File: src/mct_pkg.sv
// mct_pkg: constants, register map and carrier types of the module
// control and status timing block.
// assumes a 250 MHz aclk and a 32-bit AXI4-Lite register bus.
package mct_pkg;

    ////////////////////////////////////////////////////////////////////////
    // clock and timing
    localparam int CLK_MHZ         = 250;
    localparam int CLK_PERIOD_PS   = 4000;
    localparam int T_INIT_MS       = 2000;
    localparam int T_RESET_MIN_NS  = 2000;
    localparam int T_LOW_POWER_REQUEST_US     = 100;
    localparam int T_INTERRUPT_OUT_N_ON_MS    = 200;
    localparam int T_INTERRUPT_OUT_N_OFF_US   = 500;
    localparam int T_LOS_MS        = 100;
    localparam int T_MASK_MS       = 100;
    localparam int T_SELECT_US     = 100;
    localparam int T_PDOWN_ON_MS   = 100;
    localparam int T_PDOWN_OFF_MS  = 300;

    // longest times round down; least times round up
    localparam int INIT_CYC_MAX    = T_INIT_MS * 1000 * CLK_MHZ;
    localparam int RESET_MIN_CYC   = (T_RESET_MIN_NS * 1000 + CLK_PERIOD_PS - 1) / CLK_PERIOD_PS;
    localparam int LOW_POWER_REQUEST_CYC_MAX  = T_LOW_POWER_REQUEST_US * CLK_MHZ;
    localparam int INTERRUPT_OUT_N_OFF_CYC    = T_INTERRUPT_OUT_N_OFF_US * CLK_MHZ;
    localparam int SELECT_CYC_MAX  = T_SELECT_US * CLK_MHZ;

    localparam int CNT_W           = 32;
    localparam logic [CNT_W-1:0] RESET_MIN_CNT = CNT_W'(RESET_MIN_CYC);
    localparam logic [CNT_W-1:0] CNT_ONE       = 32'h0000_0001;

    ////////////////////////////////////////////////////////////////////////
    // register map, byte addresses
    localparam int          ADDR_W       = 8;
    localparam logic [7:0]  ADDR_STATUS  = 8'h00;
    localparam logic [7:0]  ADDR_FLAGS   = 8'h04;
    localparam logic [7:0]  ADDR_MASK    = 8'h08;
    localparam logic [7:0]  ADDR_CONTROL = 8'h0C;

    // status fields
    localparam int ST_NOT_READY  = 0;
    localparam int ST_LOW_POWER  = 1;
    localparam int ST_BUS_ACTIVE = 2;
    localparam int ST_INT_ACTIVE = 3;
    localparam int ST_RESET_SEEN = 4;
    // control fields
    localparam int CT_PDOWN      = 0;

    localparam logic [1:0] RESP_OKAY   = 2'h0;
    localparam logic [1:0] RESP_SLVERR = 2'h2;

    localparam int FLAG_W = 13;
    localparam logic [FLAG_W-1:0] MASK_RESET = 13'h0000;

    ////////////////////////////////////////////////////////////////////////
    // carriers
    typedef struct packed {
        logic [3:0] other;
        logic [3:0] tx_fault;
        logic [3:0] rx_los;
    } mct_cond_type;

    typedef struct packed {
        logic [3:0] other;
        logic [3:0] tx_fault;
        logic [3:0] rx_los;
        logic       ready;
    } mct_flag_type;

    typedef enum logic [1:0] {
        MCT_INIT,
        MCT_RUN,
        MCT_HELD
    } mct_state_type;

endpackage

File: src/mct_module_control.sv
// mct_module_control: readiness, reset recognition, low power, select,
// flags, masks and interrupt of a pluggable transceiver module.
// assumes all pins synchronous to aclk; an AXI4-Lite master owns the
// registers and stands in for the two-wire management bus.
//
// Implementation choices: the register addresses and register access over AXI4-Lite.
`timescale 1ns/1ps
`default_nettype none

////////////////////////////////////////////////////////////////////////////
// Notes on behaviour
// - fully functional within 2000 ms after start
// - reset counts only if low over 2 us
// - answer management bus within 2000 ms
// - clear not-ready flag, assert interrupt, by 2000 ms
// - reinitialised within 2000 ms of reset release
// - low power within 100 us of request
// - interrupt low within 200 ms of condition
// - read clears flags; release interrupt within 500 us
// - loss of signal flagged within 100 ms
// - transmit fault flagged within 200 ms
// - other conditions flagged within 200 ms
// - set mask blocks interrupt within 100 ms
// - cleared mask resumes interrupt within 100 ms
// - select asserted: respond within 100 us
// - select released: stop responding within 100 us
// - power-down bit: low power within 100 ms
// - power-down cleared: functional within 300 ms (here only low power drops; no interrupt is raised)
// - functional means not-ready cleared, interrupt raised
// - write latencies timed from write completion
// - flag bits are read-only
// - mask bits are read/write
module mct_module_control
    import mct_pkg::*;
#(
    parameter logic [31:0] INIT_CYCLES = 32'(mct_pkg::INIT_CYC_MAX)
) (
    input  wire logic                      aclk,
    input  wire logic                      aresetn,
    input  wire logic [mct_pkg::ADDR_W-1:0] s_axi_awaddr,
    input  wire logic [2:0]                s_axi_awprot,
    input  wire logic                      s_axi_awvalid,
    output logic                           s_axi_awready,
    input  wire logic [31:0]               s_axi_wdata,
    input  wire logic [3:0]                s_axi_wstrb,
    input  wire logic                      s_axi_wvalid,
    output logic                           s_axi_wready,
    output logic [1:0]                     s_axi_bresp,
    output logic                           s_axi_bvalid,
    input  wire logic                      s_axi_bready,
    input  wire logic [mct_pkg::ADDR_W-1:0] s_axi_araddr,
    input  wire logic [2:0]                s_axi_arprot,
    input  wire logic                      s_axi_arvalid,
    output logic                           s_axi_arready,
    output logic [31:0]                    s_axi_rdata,
    output logic [1:0]                     s_axi_rresp,
    output logic                           s_axi_rvalid,
    input  wire logic                      s_axi_rready,
    input  wire logic                      module_reset_n,
    input  wire logic                      low_power_request,
    input  wire logic                      module_select_n,
    input  wire mct_pkg::mct_cond_type     cond_in,
    output logic                           interrupt_out_n,
    output logic                           low_power_mode,
    output logic                           serial_bus_enable,
    output logic                           module_ready
);
    import mct_pkg::*;

    ////////////////////////////////////////////////////////////////////////
    // functions

    function automatic logic [31:0] lane_merge(input logic [31:0] old_v,
                                               input logic [31:0] new_v,
                                               input logic [3:0]  strb);
        logic [31:0] res;
        res = old_v;
        for (int i = 0; i < 4; i++) begin
            if (strb[i]) begin
                res[i*8 +: 8] = new_v[i*8 +: 8];
            end
        end
        return res;
    endfunction

    function automatic logic addr_known(input logic [ADDR_W-1:0] a);
        return (a == ADDR_STATUS) || (a == ADDR_FLAGS) ||
               (a == ADDR_MASK) || (a == ADDR_CONTROL);
    endfunction

    ////////////////////////////////////////////////////////////////////////
    // state

    mct_state_type       state_reg,      state_next;
    logic [CNT_W-1:0]    init_cnt_reg,   init_cnt_next;
    logic [CNT_W-1:0]    low_cnt_reg,    low_cnt_next;
    logic                reset_seen_reg, reset_seen_next;
    logic                rst_pin_reg;
    mct_cond_type        cond_prev_reg;
    mct_flag_type        flags_reg,      flags_next;
    logic [FLAG_W-1:0]   mask_reg,       mask_next;
    logic                pdown_reg,      pdown_next;
    logic                intr_n_reg;
    logic                lowp_reg;
    logic                bus_en_reg;

    logic                aw_full_reg;
    logic [ADDR_W-1:0]   aw_addr_reg;
    logic                w_full_reg;
    logic [31:0]         w_data_reg;
    logic [3:0]          w_strb_reg;
    logic                bvalid_reg;
    logic [1:0]          bresp_reg;
    logic                rvalid_reg;
    logic [31:0]         rdata_reg;
    logic [1:0]          rresp_reg;

    ////////////////////////////////////////////////////////////////////////
    // bus decode

    wire aw_take    = s_axi_awvalid & s_axi_awready;
    wire w_take     = s_axi_wvalid & s_axi_wready;
    wire ar_take    = s_axi_arvalid & s_axi_arready;
    wire do_write   = aw_full_reg & w_full_reg & ~bvalid_reg;
    wire wr_mask    = do_write & (aw_addr_reg == ADDR_MASK);
    wire wr_control = do_write & (aw_addr_reg == ADDR_CONTROL);
    wire rd_flags   = ar_take & (s_axi_araddr == ADDR_FLAGS);
    wire ready_now  = (state_reg == MCT_RUN);

    wire [31:0] mask_word  = lane_merge({19'h0_0000, mask_reg}, w_data_reg, w_strb_reg);
    wire [31:0] ctrl_word  = lane_merge({31'h0000_0000, pdown_reg}, w_data_reg, w_strb_reg);

    assign s_axi_awready = ~aw_full_reg & ~bvalid_reg;
    assign s_axi_wready  = ~w_full_reg & ~bvalid_reg;
    assign s_axi_arready = ~rvalid_reg;
    assign s_axi_bvalid  = bvalid_reg;
    assign s_axi_bresp   = bresp_reg;
    assign s_axi_rvalid  = rvalid_reg;
    assign s_axi_rdata   = rdata_reg;
    assign s_axi_rresp   = rresp_reg;

    ////////////////////////////////////////////////////////////////////////
    // reset pin: recognised only after a long enough low

    assign low_cnt_next    = rst_pin_reg ? '0 :
                             (low_cnt_reg == RESET_MIN_CNT) ? low_cnt_reg :
                             low_cnt_reg + CNT_ONE;
    assign reset_seen_next = rst_pin_reg ? 1'b0 : (low_cnt_reg == RESET_MIN_CNT);

    ////////////////////////////////////////////////////////////////////////
    // initialisation sequence

    always_comb begin
        state_next    = state_reg;
        init_cnt_next = init_cnt_reg;
        unique case (state_reg)
            MCT_INIT: begin
                if (init_cnt_reg >= INIT_CYCLES - CNT_ONE) begin
                    state_next = MCT_RUN;
                end else begin
                    init_cnt_next = init_cnt_reg + CNT_ONE;
                end
            end
            MCT_RUN: begin
                init_cnt_next = '0;
            end
            MCT_HELD: begin
                init_cnt_next = '0;
                if (rst_pin_reg) begin
                    state_next = MCT_INIT;
                end
            end
            // unused code: restart the sequence
            default: begin
                state_next = MCT_INIT;
            end
        endcase
        // a short glitch on the pin never disturbs a running module
        if (reset_seen_next) begin
            state_next    = MCT_HELD;
            init_cnt_next = '0;
        end
    end

    ////////////////////////////////////////////////////////////////////////
    // flags: rising edges of conditions, sticky until read

    wire mct_cond_type cond_rise = cond_in & ~cond_prev_reg;
    wire enter_run = (state_reg == MCT_INIT) & (state_next == MCT_RUN);

    always_comb begin
        flags_next = flags_reg;
        if (rd_flags) begin
            flags_next = '0;
        end
        flags_next.rx_los   = flags_next.rx_los   | (cond_rise.rx_los   & {4{ready_now}});
        flags_next.tx_fault = flags_next.tx_fault | (cond_rise.tx_fault & {4{ready_now}});
        flags_next.other    = flags_next.other    | (cond_rise.other    & {4{ready_now}});
        flags_next.ready    = flags_next.ready | enter_run;
        if (state_next == MCT_HELD) begin
            flags_next = '0;
        end
    end

    ////////////////////////////////////////////////////////////////////////
    // writable registers, acted on the cycle after the write completes

    assign mask_next  = (state_next == MCT_HELD) ? MASK_RESET :
                        wr_mask ? mask_word[FLAG_W-1:0] : mask_reg;
    assign pdown_next = (state_next == MCT_HELD) ? 1'b0 :
                        wr_control ? ctrl_word[CT_PDOWN] : pdown_reg;

    wire intr_active = |(flags_reg & ~mask_reg);

    ////////////////////////////////////////////////////////////////////////
    // read mux

    wire [31:0] status_word = {27'h000_0000, reset_seen_reg, ~intr_n_reg, bus_en_reg,
                               lowp_reg, ~ready_now};
    wire [31:0] rd_word = (s_axi_araddr == ADDR_STATUS)  ? status_word :
                          (s_axi_araddr == ADDR_FLAGS)   ? {19'h0_0000, flags_reg} :
                          (s_axi_araddr == ADDR_MASK)    ? {19'h0_0000, mask_reg} :
                          (s_axi_araddr == ADDR_CONTROL) ? {31'h0000_0000, pdown_reg} :
                          32'h0000_0000;

    ////////////////////////////////////////////////////////////////////////
    // sideband and core registers

    always_ff @(posedge aclk) begin
        if (!aresetn) begin
            state_reg      <= MCT_INIT;
            init_cnt_reg   <= '0;
            low_cnt_reg    <= '0;
            reset_seen_reg <= 1'b0;
            rst_pin_reg    <= 1'b1;
            cond_prev_reg  <= '0;
            flags_reg      <= '0;
            mask_reg       <= MASK_RESET;
            pdown_reg      <= 1'b0;
        end else begin
            state_reg      <= state_next;
            init_cnt_reg   <= init_cnt_next;
            low_cnt_reg    <= low_cnt_next;
            reset_seen_reg <= reset_seen_next;
            rst_pin_reg    <= module_reset_n;
            cond_prev_reg  <= cond_in;
            flags_reg      <= flags_next;
            mask_reg       <= mask_next;
            pdown_reg      <= pdown_next;
        end
    end

    always_ff @(posedge aclk) begin
        if (!aresetn) begin
            intr_n_reg <= 1'b1;
            lowp_reg   <= 1'b0;
            bus_en_reg <= 1'b0;
        end else begin
            intr_n_reg <= ~intr_active;
            lowp_reg   <= low_power_request | pdown_reg;
            bus_en_reg <= ready_now & ~module_select_n;
        end
    end

    assign interrupt_out_n   = intr_n_reg;
    assign low_power_mode    = lowp_reg;
    assign serial_bus_enable = bus_en_reg;
    assign module_ready      = ready_now;

    ////////////////////////////////////////////////////////////////////////
    // AXI4-Lite write path

    always_ff @(posedge aclk) begin
        if (!aresetn) begin
            aw_full_reg <= 1'b0;
            aw_addr_reg <= '0;
            w_full_reg  <= 1'b0;
            w_data_reg  <= '0;
            w_strb_reg  <= '0;
            bvalid_reg  <= 1'b0;
            bresp_reg   <= RESP_OKAY;
        end else begin
            if (aw_take) begin
                aw_full_reg <= 1'b1;
                aw_addr_reg <= s_axi_awaddr;
            end
            if (w_take) begin
                w_full_reg <= 1'b1;
                w_data_reg <= s_axi_wdata;
                w_strb_reg <= s_axi_wstrb;
            end
            // status and flags ignore writes but still answer okay
            if (do_write) begin
                aw_full_reg <= 1'b0;
                w_full_reg  <= 1'b0;
                bvalid_reg  <= 1'b1;
                bresp_reg   <= addr_known(aw_addr_reg) ? RESP_OKAY : RESP_SLVERR;
            end else if (bvalid_reg && s_axi_bready) begin
                bvalid_reg <= 1'b0;
            end
        end
    end

    ////////////////////////////////////////////////////////////////////////
    // AXI4-Lite read path

    always_ff @(posedge aclk) begin
        if (!aresetn) begin
            rvalid_reg <= 1'b0;
            rdata_reg  <= '0;
            rresp_reg  <= RESP_OKAY;
        end else begin
            if (ar_take) begin
                rvalid_reg <= 1'b1;
                rdata_reg  <= rd_word;
                rresp_reg  <= addr_known(s_axi_araddr) ? RESP_OKAY : RESP_SLVERR;
            end else if (rvalid_reg && s_axi_rready) begin
                rvalid_reg <= 1'b0;
            end
        end
    end

endmodule
`default_nettype wire

File: config.mk
export PLATFORM = sky130hd
export DESIGN_NAME = mct_module_control
export DESIGN_NICKNAME = d
export VERILOG_FILES = /design/src/mct_pkg.sv /design/src/mct_module_control.sv
export SDC_FILE = /design/constraint.sdc
export NUM_CORES = 1
export LEC_CHECK = 0
export BUFFER_PORTS_ARGS = -buffer_cell sky130_fd_sc_hd__buf_2
export CAP_MARGIN = 10
export CORE_MARGIN = 1.5
export CORE_UTILIZATION = 40
export CTS_CLUSTER_SIZE = 10
export DETAILED_ROUTE_END_ITERATION = 16
export GPL_ROUTABILITY_DRIVEN = 0
export GPL_TIMING_DRIVEN = 0
export SLEW_MARGIN = 20
export SYNTH_ARGS = -nofsm -noshare
export SYNTH_HDL_FRONTEND = slang
export SYNTH_SLANG_ARGS = --single-unit
File: constraint.sdc
create_clock -name aclk -period 3 [get_ports aclk]
set_clock_uncertainty 0.1 [all_clocks]
set_input_delay 0 -clock aclk [delete_from_list [all_inputs] [get_ports aclk]]
set_output_delay 0 -clock aclk [all_outputs]
set_load 0.02 [all_outputs]
==> flow_summary.ini, run 1 <==
[yosys]
synth_common_cells = dfxtp_1, nor2_1, nand2_1
synth_top_family_by_area = simple AND/OR/NAND/NOR gates
ys_seq_elements = 152
ys_types = 61
synth-xor-area-share_pct = 4.50
synth-edff-count = 0
synth_adder_area_share_pct = 1.47
yosysMostFrequentCell = dfxtp_1
synth_area_per_cell_sq_um = 8.61
synth_compound_area_share_pct = 15.1
synth_cells = 791
netlist.area_leader.share_pct = 44.7
syn_area_sq_um = 6810
ys_warn_count = 0
netlist_top_cells_area = dfxtp_1, nor2_1, nand2_1
synthFlopType = dfxtp_1
ys_seq_area_share_pct = 44.7
synthSimpleGateAreaFrac_pct = 24.4
yosysTopAreaCell = dfxtp_1
async_flop_share_pct = 0
synth_mux_area_share_pct = 2.83

[drt]
vias_per_cell = 5.01
dr.pass1.iters = 4
routed_wl_microns = 16700
ant_nets = 0
drcViolationCount = 0
drtIter0Drc = 299
wl_per_cell_microns = 14.0
num_vias = 5981

[grt]
grt_max_degree = 17
grt-ovfl-total = 0
grt_pass1_vias = 5727
use_met3_pct = 4.11
met1_usage_pct = 25.6
use_met2_pct = 31.3
track_usage_pct = 19.5
antenna_found_initial = 0
busiest_layer = met2
grt_pass1_wl_microns = 27800

[setup_path]
ff2ff_setup_slack_ps = 200
required_ps = 3250
crit_type = register to register
cpPeakStageDelay_ps = 340
r2r.worst_path.cells = 10
worstPathMaxFanout = 10
crit_path_end_kind = register
critPathArrivalTime_ps = 3060
reg2reg_to = init_cnt_reg[29]
crit_top_cell = buf_2
cp_slowest_cell = dfxtp_1
worstPathCellList = ha_1 > and4_1 > buf_2 > and4_1 > nor4_2 > buf_2 > o31ai_4 > buf_2 > or3_1 > a21oi_1
reg2reg_from = init_cnt_reg[0]
critPathLaunchType = register

[finish]
finalNetCount = 1049
area_delta_synth_final_pct = 27.4
fin_area_sq_um = 8680
final_cells = 1194
diodes = 0
drive_gt1_share_pct = 16.2

[clock_tree]
cts_max_level = 4
cts_sinks = 152
cts.clk_slew.worst_paths_ps = 60
cts_max_path_buffers = 2
cts_made_buffers = 17
clockRootBuffer = clkbuf_16
cts_tree = built
insertion_delay_ps = 420
cts_setup_buffers = 0

[timing]
slew_headroom_pct = 45.6
finalHoldViolations = 0
layout_min_cycle_time_ps = 2800
fmax_mhz = 357
tightest_slew_ps = 810
final-max-slew-violation-count = 0
finalCritPeriodShare_pct = 93.4
setup_viol = 0

[hold_path]
min_from = s_axi_araddr[4]
hold_class = input port to register
holdPathStages = 5
hold_end = s_axi_rresp[1]

[power_and_ir_drop]
leakage_uw = 0.00341
powerDensity_nw_per_um2 = 511
ir_worst_vdd_mv = 0.422

[die]
dieArea_sq_um = 17800
core_sq_um = 16600
io_pins = 125
initial_core_util_pct = 41.1
die_h_microns = 133
die_x_microns = 133
rows = 47

[placement]
dp_cells = 1105
dpl.hpwl_microns = 11600
place_area_sq_um = 7530
io_buffers = 74

[status]
outcome = complete, no violations

[job]
drv_cap = 0
[where the power goes]
group | internal (uW) | switching, uW
Combinational | 165 | 183
Clock | 1080 | 911
Sequential | 2070 | 27.4
Total | 3320 | 1120
[cells by family (layout without fill, tap and decap cells)]
| kind of cell | after synthesis | in the layout |
|---|---|---|
| and+or+nand+nor | 328 | 328 |
| DFF | 152 | 152 |
| AOI/OAI and AO/OA | 151 | 151 |
| buffers and inverters | 98 | 261 |
| xor gates and xnor gates | 35 | 35 |
| muxes | 18 | 18 |
| adders and majority gates | 8 | 8 |
| other | 1 | 21 |
[repair_timing]
item                                    4_1_cts  5_1_grt
endpoints found under the setup margin       20       38
pin swaps                                     0        1
hold buffers                                 57        0
hold endpoints to repair                     56        0
gates resized for setup                       1        3
[worst max path at each step]
stage / to / startpoint / depth (start not counted)
after global placement: flags_reg[3] / init_cnt_reg[0] / 9
after detailed placement: flags_reg[10] / init_cnt_reg[0] / 9
after floorplan: flags_reg[10] / init_cnt_reg[0] / 9
final: init_cnt_reg[29] / init_cnt_reg[0] / 10
after global routing: init_cnt_reg[29] / init_cnt_reg[0] / 10
after CTS: init_cnt_reg[18] / init_cnt_reg[0] / 10
[cells in the final DEF, fill, tap and decap left out, drive strengths merged, types with 5 or more instances in the layout]
cell type / netlist / final
conb: 1 / 21
dfxtp: 152 / 152
o31ai: 11 / 11
a221oi: 9 / 9
a32oi: 12 / 12
or4: 14 / 14
inv: 42 / 48
xor2: 26 / 26
nor3: 11 / 11
nand4: 16 / 16
clkbuf: 21 / 40
and2: 16 / 16
clkinv: 0 / 6
a22oi: 5 / 5
and4: 5 / 5
a21oi: 37 / 37
o22ai: 5 / 5
and3: 12 / 12
mux2i: 17 / 17
nor2: 93 / 93
nor2b: 9 / 9
xnor2: 9 / 9
nand3: 17 / 17
ha: 8 / 8
buf: 35 / 109
o21ai: 26 / 26
or3: 19 / 19
a21boi: 26 / 26
dlygate4sd3: 0 / 57
nand2: 88 / 88
nor3b: 11 / 11
nor4: 6 / 6
[area by class of cell]
cell class                      instances  area (sq um)
Timing Repair Buffer                  131           941
Inverter                               42           158
Clock inverter                         13           115
Sequential cell                       152          3040
Multi-Input combinational cell        561          3390
Clock buffer                           19           433
Buffer                                 56           320
Tap cell                              220           275
Fill cell                            1559          7900
[worst max-delay path, delay by kind of cell (launching register included)]
kind	cells	cell delay, ps
flops	1	340
simple gates	4	1060
buf+inv	3	730
fa+ha+maj	1	240
compound gates	2	290
[per-stage QoR]
step	utilization, %	hold WS [ps]	power [uW]	worst slack [ps]	TNS [ps]
floorplan	-	-24.2	2320	581	0
global placement	45.4	62.9	2420	-72.5	-1350
detailed placement	45.4	66.2	2420	-36.4	-491
CTS	52.2	59.1	4470	22.8	0
global route	52.3	130	4600	-29.8	-129
finish	52.3	78.1	4440	197	0
[layer usage]
layer / vias up / part of all wire [%] / wire (microns)
li1: 3059 / - / -
met4: 0 / 2.3 / 377
met3: 28 / 4.3 / 721
met1: 2751 / 48 / 8000
met2: 143 / 46 / 7620
met5: - / 0 / 0
(Power assumes the default switching activity.)
==> run 2, diff against run 1 <==
Clock period 3 ns to 2.6 ns, I/O delays scaled along.
==> run 2 against run 1 <==
Net effect: critical path depth increased by 1; final area up 2.1%; critical endpoint is now flags_reg[10]; core utilization rose by 1.1 points; clock power rose by 15%; hold slack better by 9.8 ps; clock-buffer cell count is the same; via count up 2.0%; first-iteration DRC count decreased by 7.4%; routed wire length rose by 1.2%; largest power group unchanged; worst setup slack worse by 64 ps; sequential power increased by 16%.
==> flow_summary.ini, run 2 (same netlist as run 1, synthesis figures left out) <==
[status]
outcome = complete, no violations

[finish]
finalNetCount = 1063
mostFrequentLayoutCells = dfxtp_1, nor2_1, nand2_1
area_delta_synth_final_pct = 30.2
diodes = 0
fin_area_sq_um = 8870
final_core_util_pct = 53.5
drive_gt1_share_pct = 18.4
mostFrequentLayoutCell = dfxtp_1

[drt]
ant_nets = 0
routed_wl_microns = 16900
drcViolationCount = 0
vias_per_cell = 5.05
wl_per_cell_microns = 14.0
num_vias = 6101
drtIter0Drc = 277
dr.pass1.iters = 5

[power_and_ir_drop]
power_frac_comb_pct = 8.1
ir_worst_vdd_mv = 0.489
swShare_pct = 25.2
p_sw_uw = 1290
leakage_uw = 0.00350
powerDensity_nw_per_um2 = 578
p_seq_share_pct = 47.1
p_int_uw = 3830
pwr-share-clk_pct = 44.8

[clock_tree]
cts.clk_slew.worst_paths_ps = 60
cts_sinks = 152
cts_max_path_buffers = 2
clockRootBuffer = clkbuf_16
cts_made_buffers = 17
cts_tree = built
cts_max_level = 4
insertion_delay_ps = 420

[die]
rows = 47
dieArea_sq_um = 17800
io_pins = 125
core_sq_um = 16600
die_h_microns = 133
initial_core_util_pct = 41.1
die_x_microns = 133

[grt]
grt_pass1_wl_microns = 28100
antenna_found_initial = 0
grt_pass1_vias = 5812
grt_max_degree = 17
grt-ovfl-total = 0
track_usage_pct = 19.7

[hold_path]
min_from = s_axi_araddr[4]
hold_class = input port to register
holdPathStages = 5
hold_end = s_axi_rresp[1]

[timing]
finalCritPeriodShare_pct = 94.9
layout_min_cycle_time_ps = 2470
slew_headroom_pct = 47.2
final-max-slew-violation-count = 0
finalHoldViolations = 0
fmax_mhz = 405
setup_viol = 0
whs_ps = 87.9
tns_ps = 0
tightest_slew_ps = 786

[setup_path]
cpPeakStageDelay_ps = 340
critPathLaunchType = register
cp_num_buf_inv = 4
critPathArrivalTime_ps = 2680
cp_slowest_cell = dfxtp_2
critPathLaunch = init_cnt_reg[0]
required_ps = 2810
critPathTopFamily = buffers and inverters
reg2reg_to = flags_reg[10]
crit_path_end_kind = register
ff2ff_setup_slack_ps = 130
crit_type = register to register
worstPathMaxFanout = 10
r2r.worst_path.cells = 11
worstPathCellList = ha_2 > and4_1 > buf_4 > and4_4 > o211ai_1 > a311oi_2 > buf_4 > o31ai_4 > buf_6 > buf_6 > nor2_1
reg2reg_from = init_cnt_reg[0]

[job]
drv_cap = 0

[placement]
dpl.hpwl_microns = 11600
io_buffers = 74
place_area_sq_um = 7530
==> run 2: cell types whose count changed in the layout (fill, tap and decap cells not counted), moves of 2 or more <==
cell and delta:
buf_2 -11, buf_4 +21, buf_6 +3, dfxtp_1 -3, dfxtp_2 +2, ha_1 -2
ha_2 +2
==> run 2: worst max-delay path by stage <==
stage / endpoint / slack, ps / cells past startpoint
final: flags_reg[10] / 130 / 11
after global routing: init_cnt_reg[23] / -10 / 7
after CTS: init_cnt_reg[21] / -9 / 10
after detailed placement: flags_reg[10] / -440 / 9
after global placement: flags_reg[3] / -470 / 9
after floorplan: flags_reg[10] / 180 / 9
==> run 2: stage by stage <==
step                total power (uW)  worst slack [ps]  instances
global route                    5320             -10.9       1208
CTS                             5170             -9.08       1201
detailed placement              2800              -436       1105
finish                          5130               133       1208
global placement                2790              -473       1105
floorplan                       2680               181        811
==> run 2: power groups by stage <==
stage / Clock (uW) / Sequential [uW] / Combinational (uW)
after floorplan: 0 / 2480 / 204
after global routing: 2450 / 2420 / 456
after CTS: 2350 / 2410 / 405
after global placement: 0 / 2470 / 326
final: 2300 / 2420 / 413
after detailed placement: 0 / 2470 / 329
==> run 2: layout make-up <==
type	instances	area, sq um
Fill cell	1536	7720
Timing Repair Buffer	146	1060
Multi-Input combinational cell	561	3420
Sequential cell	152	3050
Clock buffer	19	433
Clock inverter	13	115
Tap cell	220	275
Inverter	42	158
Buffer	55	352
==> run 2: routing by layer <==
layer  global-route usage, %  routed length [microns]
met3                    4.11                      793
met1                    25.7                     8050
met5                       0                        0
met2                    31.9                     7710
met4                    7.85                      369
==> run 2: worst register-to-register path, stage by stage, from the launching register on <==
cell      delay, ps
dfxtp_2         340
ha_2            190
and4_1          190
buf_4           170
and4_4          200
o211ai_1        260
a311oi_2        140
buf_4           170
o31ai_4         220
buf_6           170
buf_6           150
nor2_1           50
==> run 2: repair_timing <==
item	4_1_cts	5_1_grt
setup buffers	7	7
resized for setup	10	25
setup endpoints to repair	48	59
hold buffers	57	0
hold endpoints to repair	56	0
gates cloned	0	1
pin swaps	4	4
==> run 3, diff against run 2 <==
Settings changed: MAX_ROUTING_LAYER set to met4.
==> run 3 against run 2 <==
Net effect: sequential power hardly changed; clock-buffer cell count stayed put; first-iteration DRC count is 4.7% higher; critical path depth is 4 lower; largest cell class unchanged; highest routed layer unchanged; worst setup slack better by 3.9 ps; combinational power hardly changed; non-clock buffer count stayed put; largest power group unchanged.
==> flow_summary.ini, run 3 (same netlist as run 1, synthesis figures left out) <==
[grt]
grt_pass1_vias = 5809
grt_max_degree = 17
met1_usage_pct = 25.8
antenna_found_initial = 0
busiest_layer = met2
grt_pass1_wl_microns = 28100
use_met2_pct = 31.8
use_met3_pct = 4.00
track_usage_pct = 20.3
grt-ovfl-total = 0

[timing]
tightest_slew_ps = 785
finalCritPeriodShare_pct = 94.7
final-max-slew-violation-count = 0
fmax_mhz = 406
whs_ps = 81.4
finalHoldViolations = 0
setup_viol = 0
slew_headroom_pct = 47.3
setup_ws_ps = 137
layout_min_cycle_time_ps = 2460

[finish]
final_core_util_pct = 53.5
seqCellArea_sq_um = 3050
mostFrequentLayoutCells = dfxtp_1, nor2_1, nand2_1
fillers = 1536
fin_area_sq_um = 8870
mostFrequentLayoutCell = dfxtp_1
finalNetCount = 1063
diodes = 0
area_delta_synth_final_pct = 30.2
multi_input_area_sq_um = 3420
drive_gt1_share_pct = 18.4

[status]
outcome = complete, no violations

[drt]
routed_wl_microns = 16900
dr.pass1.iters = 5
vias_per_cell = 5.04
drtIter0Drc = 290
drcViolationCount = 0
num_vias = 6085
ant_nets = 0
wl_per_cell_microns = 14.0

[setup_path]
critPathArrivalTime_ps = 2710
crit_type = register to register
critPathLaunchType = register
crit_path_end_kind = register
required_ps = 2850
worstPathMaxFanout = 6

[die]
die_x_microns = 133
core_sq_um = 16600
dieArea_sq_um = 17800
rows = 47
initial_core_util_pct = 41.1
die_h_microns = 133
io_pins = 125

[power_and_ir_drop]
leakage_uw = 0.00350
ir_worst_vdd_mv = 0.488
p_seq_share_pct = 47.1
p_int_uw = 3830
swShare_pct = 25.3
powerDensity_nw_per_um2 = 579
power_frac_comb_pct = 8.1
p_sw_uw = 1300
pwr-share-clk_pct = 44.9

[placement]
io_buffers = 74
dp_slack_ps = -436
place_area_sq_um = 7530
dpl.hpwl_microns = 11600

[clock_tree]
cts_max_level = 4
insertion_delay_ps = 420
clockRootBuffer = clkbuf_16
cts.clk_slew.worst_paths_ps = 60
cts_made_buffers = 17
cts_max_path_buffers = 2
cts_sinks = 152
cts_tree = built

[job]
drv_cap = 0

[hold_path]
hold_class = input port to register
==> run 3: cell counts in the layout (fill, tap and decap cells not counted) <==
Identical to the previous run, type by type.
==> run 3: timing repair <==
item                                    in CTS  in global routing
hold buffers                                57                  0
hold endpoints to repair                    56                  0
gates cloned                                 0                  1
setup buffers                                7                  7
pin swaps                                    4                  4
endpoints found under the setup margin      48                 59
resized for setup                           10                 25
==> run 3: final cells by class <==
cell class	count	share of cell area [%]
tap	220	3.10
inverter	42	1.78
sequential	152	34.4
buffer	55	3.97
timing repair buffer	146	12.0
clock inverter	13	1.30
multi-input combinational	561	38.6
clock buffer	19	4.88
==> run 3: power groups by stage <==
stage / sequential [uW] / combinational [uW] / clock (uW)
floorplan: 2480 / 204 / 0
global placement: 2470 / 326 / 0
detailed placement: 2470 / 329 / 0
CTS: 2410 / 405 / 2350
global route: 2420 / 456 / 2450
finish: 2420 / 413 / 2300
==> run 3: routing by layer <==
metal	up-vias	share of wire, %
li1	3097	-
met1	2810	48
met3	30	4.6
met2	148	45
met4	0	2.2
met5	-	0
==> run 3: path summary, 6_finish.rpt <==
path / cells past startpoint / startpoint / slack [ps] / to
hold / removal: 5 / s_axi_araddr[4] / 80 / s_axi_rresp[1]
hold reg to reg: 2 / init_cnt_reg[31] / 350 / init_cnt_reg[31]
setup / recovery: 7 / init_cnt_reg[10] / 140 / init_cnt_reg[31]
setup reg to reg: 7 / init_cnt_reg[10] / 140 / init_cnt_reg[31]
==> run 3: critical path, cell delays in order (launching register included) <==
cell and delay [ps]:
dfxtp_1 410, nand4_1 210, or3_1 470, nor3_1 330
o31ai_4 150, buf_4 170, or4_1 410, a21oi_1 140
==> run 3: per-stage QoR <==
stage / total power [uW] / instances / TNS (ps)
floorplan: 2680 / 811 / 0
global placement: 2790 / 1105 / -16290
detailed placement: 2800 / 1105 / -15040
CTS: 5170 / 1201 / -39.1
global route: 5330 / 1208 / -14.9
finish: 5130 / 1208 / 0
